**config.mk**
```make
export PLATFORM = sky130hd
export DESIGN_NAME = system_integration_unit
export DESIGN_NICKNAME = d
export VERILOG_FILES = /design/src/system_integration_unit.v
export VERILOG_INCLUDE_DIRS = /design/src /design/src/src
export SDC_FILE = /design/constraint.sdc
export NUM_CORES = 1
export LEC_CHECK = 0
export BUFFER_PORTS_ARGS = -buffer_cell sky130_fd_sc_hd__buf_2
export CELL_PAD_IN_SITES_DETAIL_PLACEMENT = 2
export CELL_PAD_IN_SITES_GLOBAL_PLACEMENT = 2
export CORE_ASPECT_RATIO = 1.5
export CORE_MARGIN = 5
export CORE_UTILIZATION = 32
export CTS_CLUSTER_DIAMETER = 80
export DETAILED_ROUTE_END_ITERATION = 10
export PLACE_DENSITY_LB_ADDON = 0.25
export SYNTH_ARGS = -nofsm -noshare
export SYNTH_HDL_FRONTEND = slang
export SYNTH_SLANG_ARGS = --single-unit
```
**constraint.sdc**
```tcl
create_clock -name i_mclk -period 5.12 [get_ports i_mclk]
set_clock_uncertainty 0.1 [all_clocks]
set_input_delay 1.024 -clock i_mclk [delete_from_list [all_inputs] [get_ports i_mclk]]
set_output_delay 1.024 -clock i_mclk [all_outputs]
set_load 0.05 [all_outputs]
```
**src/sysint_map.vh**
```
// Register map, field positions, reset values and timing counts
// Assumes inclusion by the system integration unit and its testbench only
`ifndef SYSINT_MAP_VH
`define SYSINT_MAP_VH

// Byte addresses on the register bus (FE01 and FE03 are not word aligned)
`define BREAK_WAKE_STATUS_ADDR 16'hFE00
`define RESET_CAUSE_STATUS_ADDR 16'hFE01
`define BREAK_FLAG_CONTROL_ADDR 16'hFE03
`define IRQ_PENDING_A_ADDR 16'hFE04
`define IRQ_PENDING_B_ADDR 16'hFE08
`define IRQ_PENDING_C_ADDR 16'hFE0C
`define LOW_POWER_CONFIG_ADDR 16'hFE10
`define CORE_STATE_ADDR 16'hFE14

// Field positions
`define BREAK_WAKE_FLAG_BIT 1
`define BREAK_CLEAR_ENABLE_BIT 7
`define RC_POWER_UP_BIT 7
`define RC_PIN_BIT 6
`define RC_WATCHDOG_BIT 5
`define RC_BAD_OPCODE_BIT 4
`define RC_BAD_FETCH_BIT 3
`define RC_FORCED_MONITOR_BIT 2
`define RC_BROWNOUT_BIT 1
`define CFG_WATCHDOG_DISABLE_BIT 0
`define CFG_OSC_IN_HALT_BIT 1
`define CFG_SHORT_RECOVERY_BIT 2

// Reset values
`define RESET_CAUSE_POR_VALUE 8'h80
`define BREAK_FLAG_CONTROL_RESET 8'h00
`define LOW_POWER_CONFIG_RESET 8'h00

// Stop recovery counter end values; each recovery lasts one oscillator cycle more
`define LONG_RECOVERY_CYCLES 12'hFFF
`define SHORT_RECOVERY_CYCLES 12'h01F

`endif

```
**src/system_integration_unit.v**
```verilog
// System integration unit: software trap and break vectoring, pending
// request status, break flag protection, wait and stop sequencing with
// stop recovery timing, and reset cause capture, on an AXI4-Lite slave.
// Assumes the core reports instruction events as one-cycle pulses and
// that i_mclk is the oscillator clock; reset causes arrive as pulses.
//
// Design decision made here: the AXI4-Lite slave port.
`include "sysint_map.vh"

module system_integration_unit #(
   parameter IRQ_COUNT = 16
)(
   input wire i_mclk,
   input wire i_resetn,
   // AXI4-Lite slave
   input wire [15:0] i_awaddr,
   input wire i_awvalid,
   output reg o_awready,
   input wire [31:0] i_wdata,
   input wire [3:0] i_wstrb,
   input wire i_wvalid,
   output reg o_wready,
   output reg [1:0] o_bresp,
   output reg o_bvalid,
   input wire i_bready,
   input wire [15:0] i_araddr,
   input wire i_arvalid,
   output reg o_arready,
   output reg [31:0] o_rdata,
   output reg [1:0] o_rresp,
   output reg o_rvalid,
   input wire i_rready,
   // Core side events (one-cycle pulses), plus i_core_irq and i_irq_lines as levels
   input wire i_soft_trap_instruction,
   input wire i_wait_instruction,
   input wire i_stop_instruction,
   input wire i_break_request,
   input wire i_break_exit,
   input wire i_core_irq,
   input wire [IRQ_COUNT:1] i_irq_lines,
   // Reset cause pulses
   input wire i_power_up_reset,
   input wire i_pin_reset,
   input wire i_watchdog_reset,
   input wire i_bad_opcode_reset,
   input wire i_bad_fetch_reset,
   input wire i_forced_monitor_reset,
   input wire i_brownout_reset,
   // Two-step clear from peripherals: step one and step two pulses
   input wire i_flag_clear_step1,
   input wire i_flag_clear_step2,
   // Outputs to core and clock tree
   output reg o_trap_take,
   output reg o_stack_pc_adjust,
   output reg o_vector_soft_trap,
   output reg o_clear_mask,
   output reg o_stack_start,
   output reg o_cpu_clock_en,
   output reg o_periph_clock_en,
   output reg o_clock_generator_bus_output,
   output reg o_oscillator_clock_en,
   output reg o_watchdog_run,
   output reg o_flag_clear_allow,
   output reg o_reset_active
);

   // Low-power states
   localparam ST_RUN = 2'd0;
   localparam ST_WAIT = 2'd1;
   localparam ST_STOP = 2'd2;
   localparam ST_RECOVER = 2'd3;

   reg [1:0] state_q; // Sequencer state
   reg [11:0] rec_cnt_q; // Stop recovery counter
   reg [11:0] rec_limit_q; // Selected recovery length
   reg rec_by_irq_q; // Recovery was started by an interrupt
   reg in_break_q; // CPU in break state
   reg break_wake_flag_q; // Break ended wait
   reg break_clear_enable_q; // Break clearing allowed
   reg [7:0] reset_cause_q; // Reset cause flags
   reg [2:0] lp_cfg_q; // Watchdog disable, osc in halt, short recovery
   reg step1_q; // First step of a two-step clear seen
   reg [IRQ_COUNT:1] pend_q; // Registered pending lines
   wire any_reset;
   wire clear_ok;
   wire wr_go;
   wire rd_go;
   reg [15:0] awaddr_q;
   reg [31:0] wdata_q;
   reg aw_have_q;
   reg w_have_q;
   reg [31:0] rd_mux;

   // Any reset source overrides interrupts
   assign any_reset = i_power_up_reset | i_pin_reset | i_watchdog_reset |
                      i_bad_opcode_reset | i_bad_fetch_reset |
                      i_forced_monitor_reset | i_brownout_reset;
   // Clearing allowed outside break or with enable set
   assign clear_ok = ~in_break_q | break_clear_enable_q;
   assign wr_go = aw_have_q & w_have_q & ~o_bvalid;
   assign rd_go = i_arvalid & o_arready;

   // Live pending status sampled every cycle
   genvar g;
   generate
      for (g = 1; g <= IRQ_COUNT; g = g + 1)
      begin : g_pend
         always @(posedge i_mclk or negedge i_resetn)
         begin
            if (!i_resetn)
               pend_q[g] <= 1'b0;
            else
               pend_q[g] <= i_irq_lines[g];
         end
      end
   endgenerate

   // Write address and data capture, either order accepted
   always @(posedge i_mclk or negedge i_resetn)
   begin
      if (!i_resetn)
      begin
         o_awready <= 1'b1;
         o_wready <= 1'b1;
         aw_have_q <= 1'b0;
         w_have_q <= 1'b0;
         awaddr_q <= 16'h0000;
         wdata_q <= 32'h00000000;
         o_bvalid <= 1'b0;
         o_bresp <= 2'b00;
      end
      else
      begin
         if (i_awvalid && o_awready)
         begin
            awaddr_q <= i_awaddr;
            aw_have_q <= 1'b1;
            o_awready <= 1'b0;
         end
         if (i_wvalid && o_wready)
         begin
            // Only byte lane 0 carries register data
            wdata_q <= i_wstrb[0] ? i_wdata : 32'h00000000;
            w_have_q <= i_wstrb[0];
            o_wready <= 1'b0;
            if (!i_wstrb[0])
               w_have_q <= 1'b1;
         end
         if (wr_go)
         begin
            aw_have_q <= 1'b0;
            w_have_q <= 1'b0;
            o_bvalid <= 1'b1;
            // Unmapped addresses answer with a slave error
            case (awaddr_q)
               `BREAK_WAKE_STATUS_ADDR, `RESET_CAUSE_STATUS_ADDR,
               `BREAK_FLAG_CONTROL_ADDR, `IRQ_PENDING_A_ADDR,
               `IRQ_PENDING_B_ADDR, `IRQ_PENDING_C_ADDR,
               `LOW_POWER_CONFIG_ADDR, `CORE_STATE_ADDR:
                  o_bresp <= 2'b00;
               default:
                  o_bresp <= 2'b10;
            endcase
         end
         else if (o_bvalid && i_bready)
         begin
            o_bvalid <= 1'b0;
            o_awready <= 1'b1;
            o_wready <= 1'b1;
         end
      end
   end

   // Read data multiplexer
   always @*
   begin
      rd_mux = 32'h00000000;
      case (i_araddr)
         `BREAK_WAKE_STATUS_ADDR:
            rd_mux[`BREAK_WAKE_FLAG_BIT] = break_wake_flag_q;
         `RESET_CAUSE_STATUS_ADDR:
            rd_mux[7:0] = reset_cause_q;
         `BREAK_FLAG_CONTROL_ADDR:
            rd_mux[`BREAK_CLEAR_ENABLE_BIT] = break_clear_enable_q;
         `IRQ_PENDING_A_ADDR:
            rd_mux[7:2] = pend_q[6:1]; // Bits 1:0 read zero
         `IRQ_PENDING_B_ADDR:
            rd_mux[7:0] = pend_q[14:7];
         `IRQ_PENDING_C_ADDR:
            rd_mux[1:0] = pend_q[16:15]; // Bits 7:2 read zero
         `LOW_POWER_CONFIG_ADDR:
            rd_mux[2:0] = lp_cfg_q;
         `CORE_STATE_ADDR:
            rd_mux[2:0] = {in_break_q, state_q};
         default:
            rd_mux = 32'h00000000;
      endcase
   end

   // Read channel: one outstanding read
   always @(posedge i_mclk or negedge i_resetn)
   begin
      if (!i_resetn)
      begin
         o_arready <= 1'b1;
         o_rvalid <= 1'b0;
         o_rdata <= 32'h00000000;
         o_rresp <= 2'b00;
      end
      else if (rd_go)
      begin
         o_arready <= 1'b0;
         o_rvalid <= 1'b1;
         o_rdata <= rd_mux;
         case (i_araddr)
            `BREAK_WAKE_STATUS_ADDR, `RESET_CAUSE_STATUS_ADDR,
            `BREAK_FLAG_CONTROL_ADDR, `IRQ_PENDING_A_ADDR,
            `IRQ_PENDING_B_ADDR, `IRQ_PENDING_C_ADDR,
            `LOW_POWER_CONFIG_ADDR, `CORE_STATE_ADDR:
               o_rresp <= 2'b00;
            default:
               o_rresp <= 2'b10;
         endcase
      end
      else if (o_rvalid && i_rready)
      begin
         o_rvalid <= 1'b0;
         o_arready <= 1'b1;
      end
   end

   // Reset cause flags; a new cause wins over the read clear
   always @(posedge i_mclk or negedge i_resetn)
   begin
      if (!i_resetn)
         reset_cause_q <= `RESET_CAUSE_POR_VALUE;
      else if (i_power_up_reset)
         reset_cause_q <= `RESET_CAUSE_POR_VALUE;
      else
      begin
         if (rd_go && i_araddr == `RESET_CAUSE_STATUS_ADDR)
            reset_cause_q <= 8'h00;
         // Other causes accumulate
         if (i_pin_reset)
            reset_cause_q[`RC_PIN_BIT] <= 1'b1;
         if (i_watchdog_reset)
            reset_cause_q[`RC_WATCHDOG_BIT] <= 1'b1;
         if (i_bad_opcode_reset)
            reset_cause_q[`RC_BAD_OPCODE_BIT] <= 1'b1;
         if (i_bad_fetch_reset)
            reset_cause_q[`RC_BAD_FETCH_BIT] <= 1'b1;
         if (i_forced_monitor_reset)
            reset_cause_q[`RC_FORCED_MONITOR_BIT] <= 1'b1;
         if (i_brownout_reset)
            reset_cause_q[`RC_BROWNOUT_BIT] <= 1'b1;
      end
   end

   // Software registers: flag control, config, break wake flag
   always @(posedge i_mclk or negedge i_resetn)
   begin
      if (!i_resetn)
      begin
         break_clear_enable_q <= 1'b0;
         lp_cfg_q <= 3'b000;
         break_wake_flag_q <= 1'b0;
      end
      else
      begin
         if (wr_go && awaddr_q == `BREAK_FLAG_CONTROL_ADDR)
            break_clear_enable_q <= wdata_q[`BREAK_CLEAR_ENABLE_BIT];
         if (wr_go && awaddr_q == `LOW_POWER_CONFIG_ADDR)
            lp_cfg_q <= wdata_q[2:0];
         // Write zero clears; hardware set wins
         if (wr_go && awaddr_q == `BREAK_WAKE_STATUS_ADDR &&
             !wdata_q[`BREAK_WAKE_FLAG_BIT])
            break_wake_flag_q <= 1'b0;
         if (i_break_request && state_q == ST_WAIT)
            break_wake_flag_q <= 1'b1;
      end
   end

   // Break state and two-step clear protection
   always @(posedge i_mclk or negedge i_resetn)
   begin
      if (!i_resetn)
      begin
         in_break_q <= 1'b0;
         step1_q <= 1'b0;
         o_flag_clear_allow <= 1'b0;
      end
      else
      begin
         if (i_break_request)
            in_break_q <= 1'b1;
         else if (i_break_exit)
            in_break_q <= 1'b0;
         // Second step clears only when not protected
         o_flag_clear_allow <= i_flag_clear_step2 & step1_q & clear_ok;
         if (i_flag_clear_step2 && clear_ok)
            step1_q <= 1'b0; // Cleared flag stays cleared
         if (i_flag_clear_step1)
            step1_q <= 1'b1;
      end
   end

   // Trap, break vectoring and low-power sequencer
   always @(posedge i_mclk or negedge i_resetn)
   begin
      if (!i_resetn)
      begin
         state_q <= ST_RUN;
         rec_cnt_q <= 12'h000;
         rec_limit_q <= `LONG_RECOVERY_CYCLES;
         rec_by_irq_q <= 1'b0;
         o_trap_take <= 1'b0;
         o_stack_pc_adjust <= 1'b0;
         o_vector_soft_trap <= 1'b0;
         o_clear_mask <= 1'b0;
         o_stack_start <= 1'b0;
         o_cpu_clock_en <= 1'b1;
         o_periph_clock_en <= 1'b1;
         o_clock_generator_bus_output <= 1'b1;
         o_oscillator_clock_en <= 1'b1;
         o_watchdog_run <= 1'b1;
         o_reset_active <= 1'b0;
      end
      else
      begin
         o_reset_active <= any_reset;
         // Trap ignores the mask; stacks PC unchanged
         o_trap_take <= (i_soft_trap_instruction | i_break_request) &
                        ~any_reset;
         o_stack_pc_adjust <= i_core_irq & ~i_soft_trap_instruction;
         o_vector_soft_trap <= i_break_request & ~any_reset;
         o_clear_mask <= 1'b0;
         o_stack_start <= 1'b0;
         case (state_q)
            ST_RUN:
            begin
               o_watchdog_run <= 1'b1;
               if (i_wait_instruction)
               begin
                  state_q <= ST_WAIT;
                  o_cpu_clock_en <= 1'b0;
                  o_clear_mask <= 1'b1;
                  o_watchdog_run <= ~lp_cfg_q[`CFG_WATCHDOG_DISABLE_BIT];
               end
               else if (i_stop_instruction)
               begin
                  state_q <= ST_STOP;
                  rec_cnt_q <= 12'h000;
                  o_clear_mask <= 1'b1;
                  o_cpu_clock_en <= 1'b0;
                  o_periph_clock_en <= 1'b0;
                  o_watchdog_run <= 1'b0;
                  o_clock_generator_bus_output <=
                     lp_cfg_q[`CFG_OSC_IN_HALT_BIT];
                  o_oscillator_clock_en <= lp_cfg_q[`CFG_OSC_IN_HALT_BIT];
               end
            end
            ST_WAIT:
            begin
               // Watchdog keeps counting unless disabled
               if (any_reset)
               begin
                  state_q <= ST_RUN; // Reset first
                  o_cpu_clock_en <= 1'b1;
               end
               else if (i_core_irq || i_break_request)
               begin
                  state_q <= ST_RUN;
                  o_cpu_clock_en <= 1'b1;
                  o_stack_start <= 1'b1; // Next cycle
               end
            end
            ST_STOP:
            begin
               rec_cnt_q <= 12'h000; // Held in reset
               if (any_reset || i_core_irq)
               begin
                  state_q <= ST_RECOVER;
                  o_clock_generator_bus_output <= 1'b1;
                  o_oscillator_clock_en <= 1'b1;
                  rec_by_irq_q <= ~any_reset;
                  // Reset forces long recovery
                  if (!any_reset && lp_cfg_q[`CFG_SHORT_RECOVERY_BIT])
                     rec_limit_q <= `SHORT_RECOVERY_CYCLES;
                  else
                     rec_limit_q <= `LONG_RECOVERY_CYCLES;
               end
            end
            ST_RECOVER:
            begin
               // Counter times recovery
               if (any_reset)
                  rec_by_irq_q <= 1'b0;
               if (rec_cnt_q == rec_limit_q)
               begin
                  state_q <= ST_RUN;
                  rec_cnt_q <= 12'h000;
                  o_cpu_clock_en <= 1'b1;
                  o_periph_clock_en <= 1'b1;
                  o_watchdog_run <= 1'b1;
                  o_stack_start <= rec_by_irq_q;
               end
               else
                  rec_cnt_q <= rec_cnt_q + 12'h001;
            end
            default:
               state_q <= ST_RUN;
         endcase
      end
   end

endmodule

```
==> results.json <==
{
  "cts-root-buf": "clkbuf_16",
  "r2r_end": "rec_cnt_q[7]$_DFFE_PN0P_",
  "final_nets": 620,
  "startpoint": "i_araddr[5]",
  "grt_usage_pct": 15.65,
  "grt_max_degree": 56,
  "antenna_found_initial": 0,
  "grt_pass1_wl_mm": 20.57,
  "avgViaCountPerCell": 5.188,
  "ctsHtreeMaxLevel": 3,
  "synthTopCellsByArea": "dfrtp_1, mux2_2, dfstp_2, buf_4, a21oi_1",
  "portBuffers": 101,
  "cts_buffers": 9,
  "yosys.cell_types.count": 55,
  "cp.arrival_ns": 3.05,
  "synth-adder-area-share_pct": 0.2874,
  "hold_viol_final": 0,
  "timing.fmax_mhz": 346.7,
  "yosysMostFrequentCell": "dfrtp_1",
  "synth_top_family_by_area": "simple AND/OR/NAND/NOR gates",
  "post-dp-hpwl_mm": 9.609,
  "crit_family": "simple AND/OR/NAND/NOR gates",
  "synth-seq-area-share_pct": 54.28,
  "relSlewSlack_pct": 32.47,
  "wl_per_cell_um": 18.26,
  "p_per_area_nw_per_um2": 421.2,
  "cts_setup_buffers": 0,
  "via_count": 3528,
  "report.final.slew_viol_count": 0,
  "clk_pin_slew_worst_paths_ns": 0.07,
  "synthesis.area_um2": 4354,
  "synth-compound-area-share_pct": 13.88,
  "synth_area_leader_cell": "dfrtp_1",
  "r2r_cells": 5,
  "synth_edf_count": 0,
  "r2r_start": "state_q[0]$_DFFE_PN0P_",
  "place_inst": 664,
  "min_period_ns": 2.884,
  "critical_path_buf_inv_count": 1,
  "end_kind": "flip-flop",
  "overflow": 0,
  "crit_type": "input port to flip-flop",
  "endpoint": "o_rdata[4]$_DFFE_PN0P_",
  "critPathLaunchType": "input port",
  "fin_cells": 680,
  "crit_chain": "buf_2 > or3_1 > or3_1 > nor4_2 > a32oi_1 > a21oi_1",
  "r2r_setup_slack_ns": 2.74,
  "area_growth_pct": 19.34,
  "cts_tree": "done",
  "initial_core_util_pct": 32.49,
  "fillers": 1471,
  "max_cap_violations": 0,
  "synth.avg_cell_area_um2": 10.44,
  "synth-seq-cells": 94,
  "setup_tns_ns": 0,
  "wirelength_mm": 12.42,
  "synthXorXnorAreaFrac_pct": 0.2011,
  "setup_viol": 0,
  "async_reset_ff_share_pct": 100.0,
  "first_global_vias": 3983,
  "n_antenna_cell": 0,
  "coreArea_um2": 13400,
  "yosys.area_share.simple_pct": 16.72,
  "hp-class": "flip-flop to flip-flop",
  "slowest_stage": "nor4_2",
  "routabilityCongestion": 0.8023,
  "drive_gt1_share_pct": 30.12,
  "drtIter0Drc": 127,
  "crit_top_cell": "or3_1",
  "p_leak_nw": 2.420,
  "die_w_um": 105.2,
  "ctsHoldBuffers": 0,
  "ant_nets": 0,
  "synth_top_area_share_pct": 48.85,
  "cp.required_ns": 5.28,
  "die_h_um": 152.9,
  "fp-row-count": 52,
  "die_area_um2": 16090,
  "synth_mux_area_share_pct": 7.069,
  "synthFlopType": "dfrtp_1",
  "worstSetupPathDepth": 6,
  "boundaryPins": 159,
  "critPathMaxStageDelay_ns": 0.61,
  "status": "completed",
  "critPathMaxFanout": 8,
  "min_period_over_period_pct": 56.34,
  "tightestPinTransition_ns": 1.013,
  "cts_max_path_buffers": 2,
  "cts.sinks": 94,
  "insertion_delay_ns": 0.34,
  "yosysWarnings": 0,
  "grt_setup_unrepaired": "false",
  "dr.pass1.iters": 4,
  "syn-instance-count": 417,
  "cts_resized": 0,
  "ir_drop_mv": 0.1874,
  "drc_errors": 0,
  "synth_common_cells": "dfrtp_1, a21oi_1, nor2_1"
}
==> cell usage in the layout (no fill, tap or decap), types with 6 or more instances in the layout <==
cell	n
buf_2	100
dfrtp_1	85
nor2_1	35
a21oi_1	35
nand2_1	32
o21ai_0	26
conb_1	26
mux2_2	22
inv_1	15
nand3_1	15
nor3_1	11
clkbuf_16	9
dfstp_2	9
nand4_1	7
mux2i_1	6
or3_1	6
a22o_1	6
==> routing by layer <==
| layer | vias up | share of wire [%] | GRT usage (%) |
|---|---|---|---|
| li1 | 1630 | - | - |
| met1 | 1810 | 37 | 16.54 |
| met4 | 0 | 1.5 | 4.814 |
| met5 | - | 0 | 0 |
| met2 | 77 | 56 | 29.72 |
| met3 | 11 | 5.0 | 4.008 |
==> area by class of cell <==
type | instances | area, um^2 | share of cell area [%]
clock inverter | 6 | 70.07 | 1.348
multi-input combinational | 291 | 1759 | 33.86
timing repair buffer | 102 | 515.5 | 9.921
sequential | 94 | 2364 | 45.49
tap | 162 | 202.7 | 3.901
clock buffer | 10 | 229.0 | 4.406
inverter | 15 | 56.30 | 1.084
==> stage by stage <==
step / hold slack (ns) / setup WS, ns / instance area, um^2 / power, W / utilization [%]
after floorplan: 0.3444 / 2.370 / 4448 / 0.001384 / -
after global placement: 0.3594 / 1.885 / 4897 / 0.001511 / 36.54
after detailed placement: 0.3744 / 1.854 / 4897 / 0.001543 / 36.54
after CTS: 0.3914 / 2.205 / 5196 / 0.002233 / 38.77
after global routing: 0.4080 / 2.123 / 5196 / 0.002324 / 38.77
final: 0.3810 / 2.236 / 5196 / 0.002189 / 38.77
==> cells by family (layout without fill, tap and decap cells) <==
logic type / Yosys count / count (layout)
and+or+nand+nor: 139 / 139
AOI/OAI and AO/OA: 96 / 96
DFF: 94 / 94
buffers and inverters: 57 / 133
muxes: 28 / 28
adders and majority gates: 1 / 1
other: 1 / 26
xor gates and xnor gates: 1 / 1
==> power breakdown <==
group	leakage (nW)	switching (W)	internal (W)
registers	1.16	0.000118	0.000892
logic	1.12	0.000329	0.000177
clock network	0.147	0.000290	0.000382
==> worst reg2reg max path, cell delays in order, from the launching register on <==
cell     delay, ns
dfrtp_1       0.68
inv_1         0.24
a21oi_1       0.83
inv_1         0.18
o31ai_1       0.13
a22o_1        0.16
==> worst min path at each step <==
stage,from,end,slack [ns],depth (start not counted)
global route,step1_q$_DFFE_PN0P_,step1_q$_DFFE_PN0P_,0.41,1
global placement,step1_q$_DFFE_PN0P_,step1_q$_DFFE_PN0P_,0.36,1
detailed placement,step1_q$_DFFE_PN0P_,step1_q$_DFFE_PN0P_,0.37,1
finish,o_rdata[0]$_DFFE_PN0P_,o_rdata[0]$_DFFE_PN0P_,0.38,2
floorplan,wdata_q[0]$_DFFE_PN0P_,wdata_q[0]$_DFFE_PN0P_,0.34,2
CTS,step1_q$_DFFE_PN0P_,step1_q$_DFFE_PN0P_,0.39,1
==> sequential cells by signal (all words and copies together), names as in the netlist, 2 cells and up <==
name	flops
o_rdata	8
awaddr_q	16
lp_cfg_q	3
pend_q	16
reset_cause_q	7
state_q	2
rec_cnt_q	12
wdata_q	4
Power figures use the tool's default switching activity.
